$ cat src/hw/lcdcmd_pkg.sv
package lcdcmd_pkg;

    // ****************************************
    // Register map (word offsets, byte address)
    // ****************************************
    localparam logic [3:0] REG_COMMAND = 4'h0;
    localparam logic [3:0] REG_DATA = 4'h4;
    localparam logic [3:0] REG_STATUS = 4'h8;
    localparam logic [3:0] REG_SETTINGS = 4'hC;

    // ****************************************
    // Command codes
    // ****************************************
    localparam logic [7:0] CMD_RMW = 8'hE0;
    localparam logic [7:0] CMD_END = 8'hEE;
    localparam logic [7:0] CMD_RESET = 8'hE2;
    localparam logic [7:0] CMD_VOL_MODE = 8'h81;
    localparam logic [7:0] CMD_IND_OFF = 8'hAC;
    localparam logic [7:0] CMD_IND_ON = 8'hAD;
    localparam logic [7:0] CMD_DISP_OFF = 8'hAE;
    localparam logic [7:0] CMD_DISP_ON = 8'hAF;
    localparam logic [7:0] CMD_ALL_NORM = 8'hA4;
    localparam logic [7:0] CMD_ALL_ON = 8'hA5;
    localparam logic [3:0] NIB_COM_SCAN = 4'hC;
    localparam logic [4:0] TOP_POWER = 5'h05;
    localparam logic [4:0] TOP_RATIO = 5'h04;
    localparam logic [3:0] NIB_COL_HI = 4'h1;
    localparam logic [3:0] NIB_COL_LO = 4'h0;

    // ****************************************
    // Reset values and last column
    // ****************************************
    localparam logic [7:0] COL_RESET = 8'h00;
    localparam logic [5:0] VOL_RESET = 6'h20;
    localparam logic [2:0] RATIO_RESET = 3'h0;
    localparam logic [7:0] COL_LAST = 8'h83;

    typedef enum logic [2:0] {
        PS_RUN = 3'b001,
        PS_SLEEP = 3'b010,
        PS_STANDBY = 3'b100
    } lcdcmd_power_e;

    typedef struct packed {
        logic comReverse;
        logic boosterOn;
        logic regulatorOn;
        logic followerOn;
        logic [2:0] ratio;
        logic [5:0] volume;
        logic indicatorOn;
        logic [1:0] indicatorMode;
        logic displayOn;
        logic allOn;
    } lcdcmd_settings_s;

endpackage

$ cat src/hw/lcdcmd_decoder.sv
// Local design decisions: the register addresses and register access over Avalon-MM.
`timescale 1ns/1ps
// Behaviour
// - In read-modify-write, data reads keep column; data writes add one, holding at the last column
// - Mode holds until end or reset command; end restores column latched at entry
// - Reset command restores command settings except indicator; display RAM untouched
// - COM scan command bit 3 picks scan order; bits 2..0 ignored
// - Power control bits 2,1,0 enable booster, regulator, follower
// - Ratio command stores 3-bit regulator gain code
// - After volume mode, the next command byte is taken as volume; data bytes still reach RAM
// - Volume byte loads bits 5..0 and ends volume mode
// - 0xAC turns indicator off; 0xAD turns on, locks for next byte
// - Indicator byte stores bits 1..0 and releases the lock
// - Only indicator commands change indicator state
// - Display all ON while display off enters power save
// - Power save is sleep if indicator off, standby if on
// - Power save keeps RAM and still allows RAM access
// - Display all OFF leaves power save
// - Sleep stops oscillator and supply; drivers at ground
// - Standby keeps oscillator and indicator; reset command goes to sleep
module lcdcmd_decoder
    import lcdcmd_pkg::*;
(
    input wire logic clock,
    input wire logic srst,
    input wire logic [3:0] avs_address,
    input wire logic avs_read,
    input wire logic avs_write,
    input wire logic [31:0] avs_writedata,
    output logic [31:0] avs_readdata,
    output logic avs_waitrequest,
    output logic [7:0] ramAddr,
    output logic [7:0] ramWData,
    output logic ramWrite,
    output logic ramRead,
    input wire logic [7:0] ramRData,
    output lcdcmd_settings_s settings,
    output logic oscRun,
    output logic supplyRun,
    output logic dutyDriveRun,
    output logic staticDriveRun
);

    // ****************************************
    // Bus slave
    // ****************************************
    logic reqNew;
    logic isCmd;
    logic isData;
    logic dataWr;
    logic dataRd;
    logic [7:0] wByte;

    assign reqNew = (avs_read | avs_write) & avs_waitrequest;
    assign wByte = avs_writedata[7:0];
    assign isCmd = reqNew & avs_write & (avs_address == REG_COMMAND);
    assign isData = reqNew & (avs_address == REG_DATA);
    assign dataWr = isData & avs_write;
    assign dataRd = isData & avs_read;

    // One wait cycle per access; low for the answer cycle only
    always_ff @(posedge clock) begin
        if (srst) begin
            avs_waitrequest <= 1'b1;
        end else begin
            avs_waitrequest <= ~reqNew;
        end
    end

    // ****************************************
    // Decoder state
    // ****************************************
    logic volLock_r;
    logic indLock_r;
    logic rmw_r;
    logic [7:0] col_r;
    logic [7:0] colSave_r;
    lcdcmd_power_e power_r;
    lcdcmd_settings_s set_r;
    logic cmdOk;
    logic swReset;

    function automatic logic [7:0] colInc(input logic [7:0] c);
        colInc = (c == COL_LAST) ? c : c + 8'h01;
    endfunction

    // A pending two-byte command swallows the next command byte
    assign cmdOk = isCmd & ~volLock_r & ~indLock_r;
    assign swReset = cmdOk & (wByte == CMD_RESET);

    always_ff @(posedge clock) begin
        if (srst) begin
            volLock_r <= 1'b0;
            indLock_r <= 1'b0;
        end else if (isCmd & volLock_r) begin
            volLock_r <= 1'b0;
        end else if (isCmd & indLock_r) begin
            indLock_r <= 1'b0;
        end else if (cmdOk) begin
            volLock_r <= (wByte == CMD_VOL_MODE);
            indLock_r <= (wByte == CMD_IND_ON);
        end
    end

    // ****************************************
    // Column address and read-modify-write
    // ****************************************
    always_ff @(posedge clock) begin
        if (srst) begin
            rmw_r <= 1'b0;
            col_r <= COL_RESET;
            colSave_r <= COL_RESET;
        end else if (swReset) begin
            rmw_r <= 1'b0;
            col_r <= COL_RESET;
        end else if (cmdOk & (wByte == CMD_RMW)) begin
            rmw_r <= 1'b1;
            colSave_r <= col_r;
        end else if (cmdOk & (wByte == CMD_END) & rmw_r) begin
            rmw_r <= 1'b0;
            col_r <= colSave_r;
        end else if (cmdOk & (wByte[7:4] == NIB_COL_HI)) begin
            col_r <= {wByte[3:0], col_r[3:0]};
        end else if (cmdOk & (wByte[7:4] == NIB_COL_LO)) begin
            col_r <= {col_r[7:4], wByte[3:0]};
        end else if (dataWr) begin
            col_r <= colInc(col_r);
        end else if (dataRd & ~rmw_r) begin
            col_r <= colInc(col_r);
        end
    end

    // RAM port works in every power state
    always_ff @(posedge clock) begin
        if (srst) begin
            ramAddr <= COL_RESET;
            ramWData <= 8'h00;
            ramWrite <= 1'b0;
            ramRead <= 1'b0;
        end else begin
            ramAddr <= col_r;
            ramWData <= wByte;
            ramWrite <= dataWr;
            ramRead <= dataRd;
        end
    end

    // ****************************************
    // Settings
    // ****************************************
    always_ff @(posedge clock) begin
        if (srst) begin
            set_r <= '0;
            set_r.volume <= VOL_RESET;
            set_r.ratio <= RATIO_RESET;
        end else if (isCmd & volLock_r) begin
            set_r.volume <= wByte[5:0];
        end else if (isCmd & indLock_r) begin
            set_r.indicatorMode <= wByte[1:0];
        end else if (swReset) begin
            // Indicator survives the command reset
            set_r.comReverse <= 1'b0;
            set_r.boosterOn <= 1'b0;
            set_r.regulatorOn <= 1'b0;
            set_r.followerOn <= 1'b0;
            set_r.ratio <= RATIO_RESET;
            set_r.volume <= VOL_RESET;
            set_r.displayOn <= 1'b0;
            set_r.allOn <= 1'b0;
        end else if (cmdOk) begin
            if (wByte[7:4] == NIB_COM_SCAN) begin
                set_r.comReverse <= wByte[3];
            end
            if (wByte[7:3] == TOP_POWER) begin
                set_r.boosterOn <= wByte[2];
                set_r.regulatorOn <= wByte[1];
                set_r.followerOn <= wByte[0];
            end
            if (wByte[7:3] == TOP_RATIO) begin
                set_r.ratio <= wByte[2:0];
            end
            if (wByte == CMD_IND_OFF) begin
                set_r.indicatorOn <= 1'b0;
            end
            if (wByte == CMD_IND_ON) begin
                set_r.indicatorOn <= 1'b1;
            end
            if (wByte == CMD_DISP_ON) begin
                set_r.displayOn <= 1'b1;
            end
            if (wByte == CMD_DISP_OFF) begin
                set_r.displayOn <= 1'b0;
            end
            if (wByte == CMD_ALL_ON) begin
                set_r.allOn <= 1'b1;
            end
            if (wByte == CMD_ALL_NORM) begin
                set_r.allOn <= 1'b0;
            end
        end
    end

    // ****************************************
    // Power save
    // ****************************************
    always_ff @(posedge clock) begin
        if (srst) begin
            power_r <= PS_RUN;
        end else begin
            case (power_r)
                PS_RUN: begin
                    if (cmdOk & (wByte == CMD_ALL_ON) & ~set_r.displayOn) begin
                        power_r <= set_r.indicatorOn ? PS_STANDBY
                                                     : PS_SLEEP;
                    end
                end
                PS_SLEEP: begin
                    if (cmdOk & (wByte == CMD_ALL_NORM)) begin
                        power_r <= PS_RUN;
                    end
                end
                PS_STANDBY: begin
                    if (cmdOk & (wByte == CMD_ALL_NORM)) begin
                        power_r <= PS_RUN;
                    end else if (swReset) begin
                        power_r <= PS_SLEEP;
                    end
                end
                default: begin
                    power_r <= PS_RUN;
                end
            endcase
        end
    end

    always_ff @(posedge clock) begin
        if (srst) begin
            oscRun <= 1'b1;
            supplyRun <= 1'b1;
            dutyDriveRun <= 1'b1;
            staticDriveRun <= 1'b1;
            settings <= '0;
            settings.volume <= VOL_RESET;
            settings.ratio <= RATIO_RESET;
        end else begin
            oscRun <= (power_r != PS_SLEEP);
            supplyRun <= (power_r == PS_RUN);
            dutyDriveRun <= (power_r == PS_RUN);
            staticDriveRun <= (power_r != PS_SLEEP);
            settings <= set_r;
        end
    end

    // ****************************************
    // Read data
    // ****************************************
    always_ff @(posedge clock) begin
        if (srst) begin
            avs_readdata <= 32'h00000000;
        end else if (reqNew & avs_read) begin
            case (avs_address)
                REG_DATA: avs_readdata <= {24'h000000, ramRData};
                REG_STATUS: avs_readdata <= {24'h000000, rmw_r, volLock_r,
                                             indLock_r, 2'b00, power_r};
                REG_SETTINGS: avs_readdata <= {24'h000000, set_r.displayOn,
                                               set_r.allOn, set_r.volume};
                default: avs_readdata <= 32'h00000000;
            endcase
        end
    end
endmodule

$ cat config.mk
export PLATFORM = sky130hd
export DESIGN_NAME = lcdcmd_decoder
export DESIGN_NICKNAME = d
export VERILOG_FILES = /design/src/hw/lcdcmd_pkg.sv /design/src/hw/lcdcmd_decoder.sv
export SDC_FILE = /design/constraint.sdc
export NUM_CORES = 1
export LEC_CHECK = 0
export BUFFER_PORTS_ARGS = -buffer_cell sky130_fd_sc_hd__buf_2
export CAP_MARGIN = 10
export CORE_AREA = 3 3 98 100
export DETAILED_ROUTE_END_ITERATION = 8
export DIE_AREA = 0 0 101 103
export PLACE_DENSITY = 0.83
export SYNTH_ARGS = -nofsm -noshare
export SYNTH_HDL_FRONTEND = slang
export SYNTH_SLANG_ARGS = --single-unit
export TNS_END_PERCENT = 10
$ cat constraint.sdc
create_clock -name clock -period 2.4 [get_ports clock]
set_input_delay 0.36 -clock clock [delete_from_list [all_inputs] [get_ports clock]]
set_output_delay 0.36 -clock clock [all_outputs]
set_load 0.05 [all_outputs]
Word level (Yosys, flattened, before mapping). Cells that the tools add are included.

Flip-flop bits (word level): 111. Input port bits: 48. Output and inout bits: 73. Logic and storage cells: 160.

Add/subtract/negate cells: 1. Eq/ne operators: 28. Mux-type cells: 35. Bitwise gates (word level): 31. Reductions and logical operators: 30.

Operators by type and width (count): $eq 8x8->1 const B (11); $mux 8 (6); $pmux 8 s3 (1); $and 1x1->1 (21); $mux 3 (7); $mux 7 (3); $reduce_and 4->1 (5); $reduce_bool 2->1 (8); $mux 1 (13); $eq 4x4->1 const B (3); $mux 6 (2); $eq 5x3->1 const B (2); $reduce_and 2->1 (5); $not 1->1 (9); $pmux 3 s3 (1); $reduce_and 3->1 (3); $add 8x1->8 const B (1); $logic_not 4->1 (2); $ne 2x2->1 const B (4); $reduce_bool 4->1 (2); $ne 3x3->1 const B (2); $reduce_bool 3->1 (2); $reduce_and 5->1 (1); $eq 4x1->1 const B (1); other kinds (8) (10).

Logic depth before layout (Yosys ltp).
Depth after elaboration: 10. Gate-level depth with buffers: 7. Mapped depth without buffers: 6.

Least setup slack after synthesis. OpenSTA, ideal clock, no wires.

Path type: reg-to-reg. From: register avs_waitrequest. To: register col_r[0]. Setup time: 0.124 ns. Arrival time: 1.894 ns. Data required time: 2.276 ns. Slack: 0.382 ns. Stages on the path, launching flop included: 7. Clock period less this slack: 2.018 ns. Cell sequence: dfxtp_1 > nand4bb_1 > nor3_4 > a211o_1 > buf_6 > and2_4 > a211oi_2.

Word-level cells in the longest chain between the ends: 9.

Ends and longest elaborated chain: start: declaration (line lcdcmd_decoder.sv:31) `output logic avs_waitrequest,`; start signal: assignment (line lcdcmd_decoder.sv:66) `avs_waitrequest <= ~reqNew;`; $and 1x1->1 (*) (line lcdcmd_decoder.sv:54) `assign reqNew = (avs_read | avs_write) & avs_waitrequest;`; $and 1x1->1 (2 in series) (line lcdcmd_decoder.sv:56) `assign isCmd = reqNew & avs_write & (avs_address == REG_COMMAND);`; $and 1x1->1 (2 in series) (line lcdcmd_decoder.sv:88) `assign cmdOk = isCmd & ~volLock_r & ~indLock_r;`; $and 1x1->1 (on tied branches) (line lcdcmd_decoder.sv:119, lcdcmd_decoder.sv:124); $and 1x1->1 / $mux 8 (equally long branches) (line lcdcmd_decoder.sv:119, lcdcmd_decoder.sv:124); $ne 2x2->1 (no source line) (tied with other cells); $reduce_and 3->1 (no source line) / $mux 8 (equally long branches); end signal: assignment (line lcdcmd_decoder.sv:121) `col_r <= colSave_r;`; end signal: assignment (line lcdcmd_decoder.sv:123) `col_r <= {wByte[3:0], col_r[3:0]};`; end signal: assignment (line lcdcmd_decoder.sv:125) `col_r <= {col_r[7:4], wByte[3:0]};`; end: declaration (line lcdcmd_decoder.sv:76) `logic [7:0] col_r;`.

Mark *: on every way between the ends. The rest lies on a longest branch, timed or not. The select of a mux whose other input is x is not followed. A chain may end at the register's enable or synchronous reset.

Worst setup path after layout.
From: register avs_waitrequest. To: register avs_readdata[0].

Word-level cells in the longest chain between the ends: 2.

Ends and longest elaborated chain: $and 1x1->1 (line lcdcmd_decoder.sv:54); $and 1x1->1 (line lcdcmd_decoder.sv:260) `end else if (reqNew & avs_read) begin`; end signal: assignment (line lcdcmd_decoder.sv:262) `REG_DATA: avs_readdata <= {24'h000000, ramRData};`; end signal: assignment (line lcdcmd_decoder.sv:263) `REG_STATUS: avs_readdata <= {24'h000000, rmw_r, volLock_r,`; end signal: assignment (line lcdcmd_decoder.sv:265) `REG_SETTINGS: avs_readdata <= {24'h000000, set_r.displayOn,`; end: declaration (line lcdcmd_decoder.sv:30) `output logic [31:0] avs_readdata,`.

No other way between the ends.

==> results.py <==
metrics = {
    "worst_setup_path": {
        "path_class": "reg2reg",
        "critPathArrivalTime_ns": 2.35,
        "r2r_end": "avs_readdata[0]$_SDFFE_PP0P_",
        "regToRegSetupSlack_ns": 0.32,
        "rr_worst_depth": 4,
        "critPathMaxFanout": 12,
        "worst_setup_path_end_kind": "flip-flop",
        "worstReg2RegStart": "avs_waitrequest$_SDFF_PP1_",
        "cp_data_required_time_ns": 2.67,
        "critPathLaunchType": "flip-flop",
    },
    "timing": {
        "relSlewSlack": 0.279,
        "rsz0062_at_grt": "false",
        "worstMarginPinSlew_ns": 1.07,
        "fin_crit_sh": 0.865,
        "tns_ns": 0,
        "hold_viol_final": 0,
        "hold_slack_ns": 0.257,
        "fmax_mhz": 482,
        "fin_crit_ns": 2.08,
        "setup_violations": 0,
        "final_max_slew_viol_count": 0,
        "clock_skew_ns": 0.00937,
    },
    "global_routing": {
        "grt_max_degree": 36,
        "grt_pass1_vias": 3018,
        "grt_pass1_wl_um": 14400,
        "overflow": 0,
        "track_usage": 0.172,
        "antenna_found_initial": 1,
    },
    "route": {
        "via_per_inst": 5.37,
        "drtPass1Iterations": 4,
        "wl_um": 9020,
        "route.detailed.drc": 0,
        "vias": 3187,
        "drtIter0Drc": 104,
        "wl_per_cell_um": 15.2,
        "ant_nets": 0,
    },
    "final_layout": {
        "syn2layout_area_growth_pct": 11.4,
        "utilization": 0.517,
        "nets": 530,
        "fillers": 785,
        "antenna_cells": 0,
        "drive_gt1_frac": 0.266,
        "postLayoutCellArea_mm2": 0.00453,
    },
    "synth": {
        "synth_area_mm2": 0.00406,
        "avgSynthCellArea_um2": 9.65,
        "ys_warn_count": 0,
        "synth_cell_types": 69,
        "seq_area_frac_synth": 0.429,
        "async_flop_share": 0,
        "yosys_most_used_dff": "dfxtp_1",
        "synthCells": 421,
        "synthTopCellsByArea": "dfxtp_1 43%, buf_4 5.4%, mux2i_1 4.9%",
        "ys_ff_latch": 87,
        "synth_top_area_share": 0.429,
        "synthTopCellsByCount": "87 x dfxtp_1, 36 x nor2_1, 32 x nor2b_1",
        "synth_area_leader_cell": "dfxtp_1",
        "synth.most_common_cell": "dfxtp_1",
        "synth_edf_count": 0,
    },
    "cts": {
        "clkLatencyLatePin_ns": 0.35,
        "cts_tree": "yes",
        "root_buffer": "clkbuf_8",
        "cts_resized": 0,
        "htree_levels": 3,
        "clock_path_buffers": 2,
        "hold_buffers": 0,
        "cts_made_buffers": 9,
        "clock-sinks": 87,
        "cts_setup_buffers": 0,
        "clk_pin_slew_ns": 0.08,
    },
    "power_and_ir_drop": {
        "power.leakage_nw": 1.93,
        "power.density_mw_per_mm2": 608,
        "p_total_mw": 2.75,
        "ir_worst_vdd_mv": 0.361,
    },
    "hold_path": {
        "min_from": "avs_read",
        "hold_class": "in2reg",
        "hold_depth": 2,
        "min_to": "avs_waitrequest$_SDFF_PP1_",
    },
    "outcome": {
        "status": "finished clean",
    },
    "run": {
        "cap_violations": 0,
    },
    "floorplanning": {
        "dieWidth_um": 101,
        "core_area_mm2": 0.00876,
        "dieHeight_um": 103,
        "ios": 121,
        "rows": 34,
        "initial_core_util": 0.464,
        "fp.dieArea_mm2": 0.0104,
    },
    "place": {
        "place_area_mm2": 0.00434,
        "place.gp.congestion": 0.876,
        "io_buffers": 72,
        "dpl.hpwl_um": 6600,
    },
}
[worst max-delay path, stage by stage (launching register included)]
cell and delay [ns]:
dfxtp_1 0.44, nand2_1 0.30, nor4_1 0.95, a22oi_1 0.15
nor2_1 0.17
[state kept, by name, indices dropped and copies added, names as in the netlist, 3 cells and up]
signal,flops
set_r,18
settings,18
avs_readdata,8
colSave_r,8
col_r,8
ramAddr,8
ramWData,8
power_r,3
[power breakdown]
part	leakage [nW]	internal [mW]	switching, mW	total, mW
logic	1.13	0.0682	0.239	0.308
registers	0.704	1.46	0.0101	1.47
clock network	0.0888	0.478	0.503	0.981
total	1.93	2.00	0.753	2.75
[final cells by class]
cell class | count | area (um^2) | share of cell area
tap | 108 | 135 | 0.0298
inverter | 8 | 30.0 | 0.00663
multi-input combinational | 299 | 2040 | 0.452
sequential | 87 | 1740 | 0.385
clock inverter | 5 | 58.8 | 0.0130
timing repair buffer | 76 | 390 | 0.0862
clock buffer | 10 | 128 | 0.0282
[stage by stage]
| stage | instances | setup slack [ns] |
|---|---|---|
| 6_report | 593 | 0.324 |
| 2_1_floorplan | 444 | 0.382 |
| 3_5_place_dp | 578 | 0.291 |
| 3_3_place_gp | 578 | 0.389 |
| 4_1_cts | 593 | 0.416 |
| 5_1_grt | 593 | 0.156 |
[cells by family after synthesis]
| kind of cell | count (synthesis) | synth area share |
|---|---|---|
| simple gates | 163 | 0.248 |
| flops | 87 | 0.429 |
| compound gates | 78 | 0.147 |
| buf+inv | 58 | 0.0896 |
| mux | 29 | 0.0742 |
| xor+xnor | 4 | 0.00862 |
| fa+ha+maj | 1 | 0.00308 |
| other cells | 1 | 0.000923 |
[worst max path at each step]
| stage | cells after the start | endpoint | slack, ns | from |
|---|---|---|---|---|
| after floorplan | 6 | col_r[0]$_SDFFE_PP0P_ | 0.38 | avs_waitrequest$_SDFF_PP1_ |
| after global placement | 6 | col_r[3]$_SDFFE_PP0P_ | 0.39 | avs_address[3] |
| after detailed placement | 6 | col_r[2]$_SDFFE_PP0P_ | 0.29 | avs_address[3] |
| after CTS | 4 | avs_readdata[0]$_SDFFE_PP0P_ | 0.42 | avs_waitrequest$_SDFF_PP1_ |
| after global routing | 4 | avs_readdata[0]$_SDFFE_PP0P_ | 0.16 | avs_waitrequest$_SDFF_PP1_ |
| final | 4 | avs_readdata[0]$_SDFFE_PP0P_ | 0.32 | avs_waitrequest$_SDFF_PP1_ |
[routing by layer]
metal  vias up  global-route usage  part of all wire
met1      1502               0.203              0.43
li1       1567                   -                 -
met4         2              0.0593             0.012
met2       101               0.303              0.49
met3        15              0.0460             0.063
met5         -                   0            0.0014
[placed cells by master (no fill, tap or decap), drive strengths merged, types with 2 or more instances in the layout]
| cell type | n |
|---|---|
| nand3 | 15 |
| or2 | 4 |
| nand2b | 2 |
| and2 | 5 |
| a32o | 4 |
| dfxtp | 87 |
| buf | 76 |
| nand4 | 7 |
| a22o | 7 |
| conb | 24 |
| nand4b | 2 |
| a211oi | 9 |
| clkbuf | 10 |
| nand2 | 22 |
| mux2i | 20 |
| nor2b | 32 |
| nor4bb | 2 |
| nand4bb | 2 |
| inv | 9 |
| clkinvlp | 2 |
| nor2 | 36 |
| o211ai | 5 |
| nor4b | 2 |
| nor3 | 11 |
| or3 | 3 |
| a22oi | 10 |
| nor4 | 8 |
| a21oi | 27 |
| o21ai | 4 |
| and3 | 3 |
| and4 | 2 |
| xor2 | 3 |
| mux2 | 9 |
(Power assumes the default switching activity.)
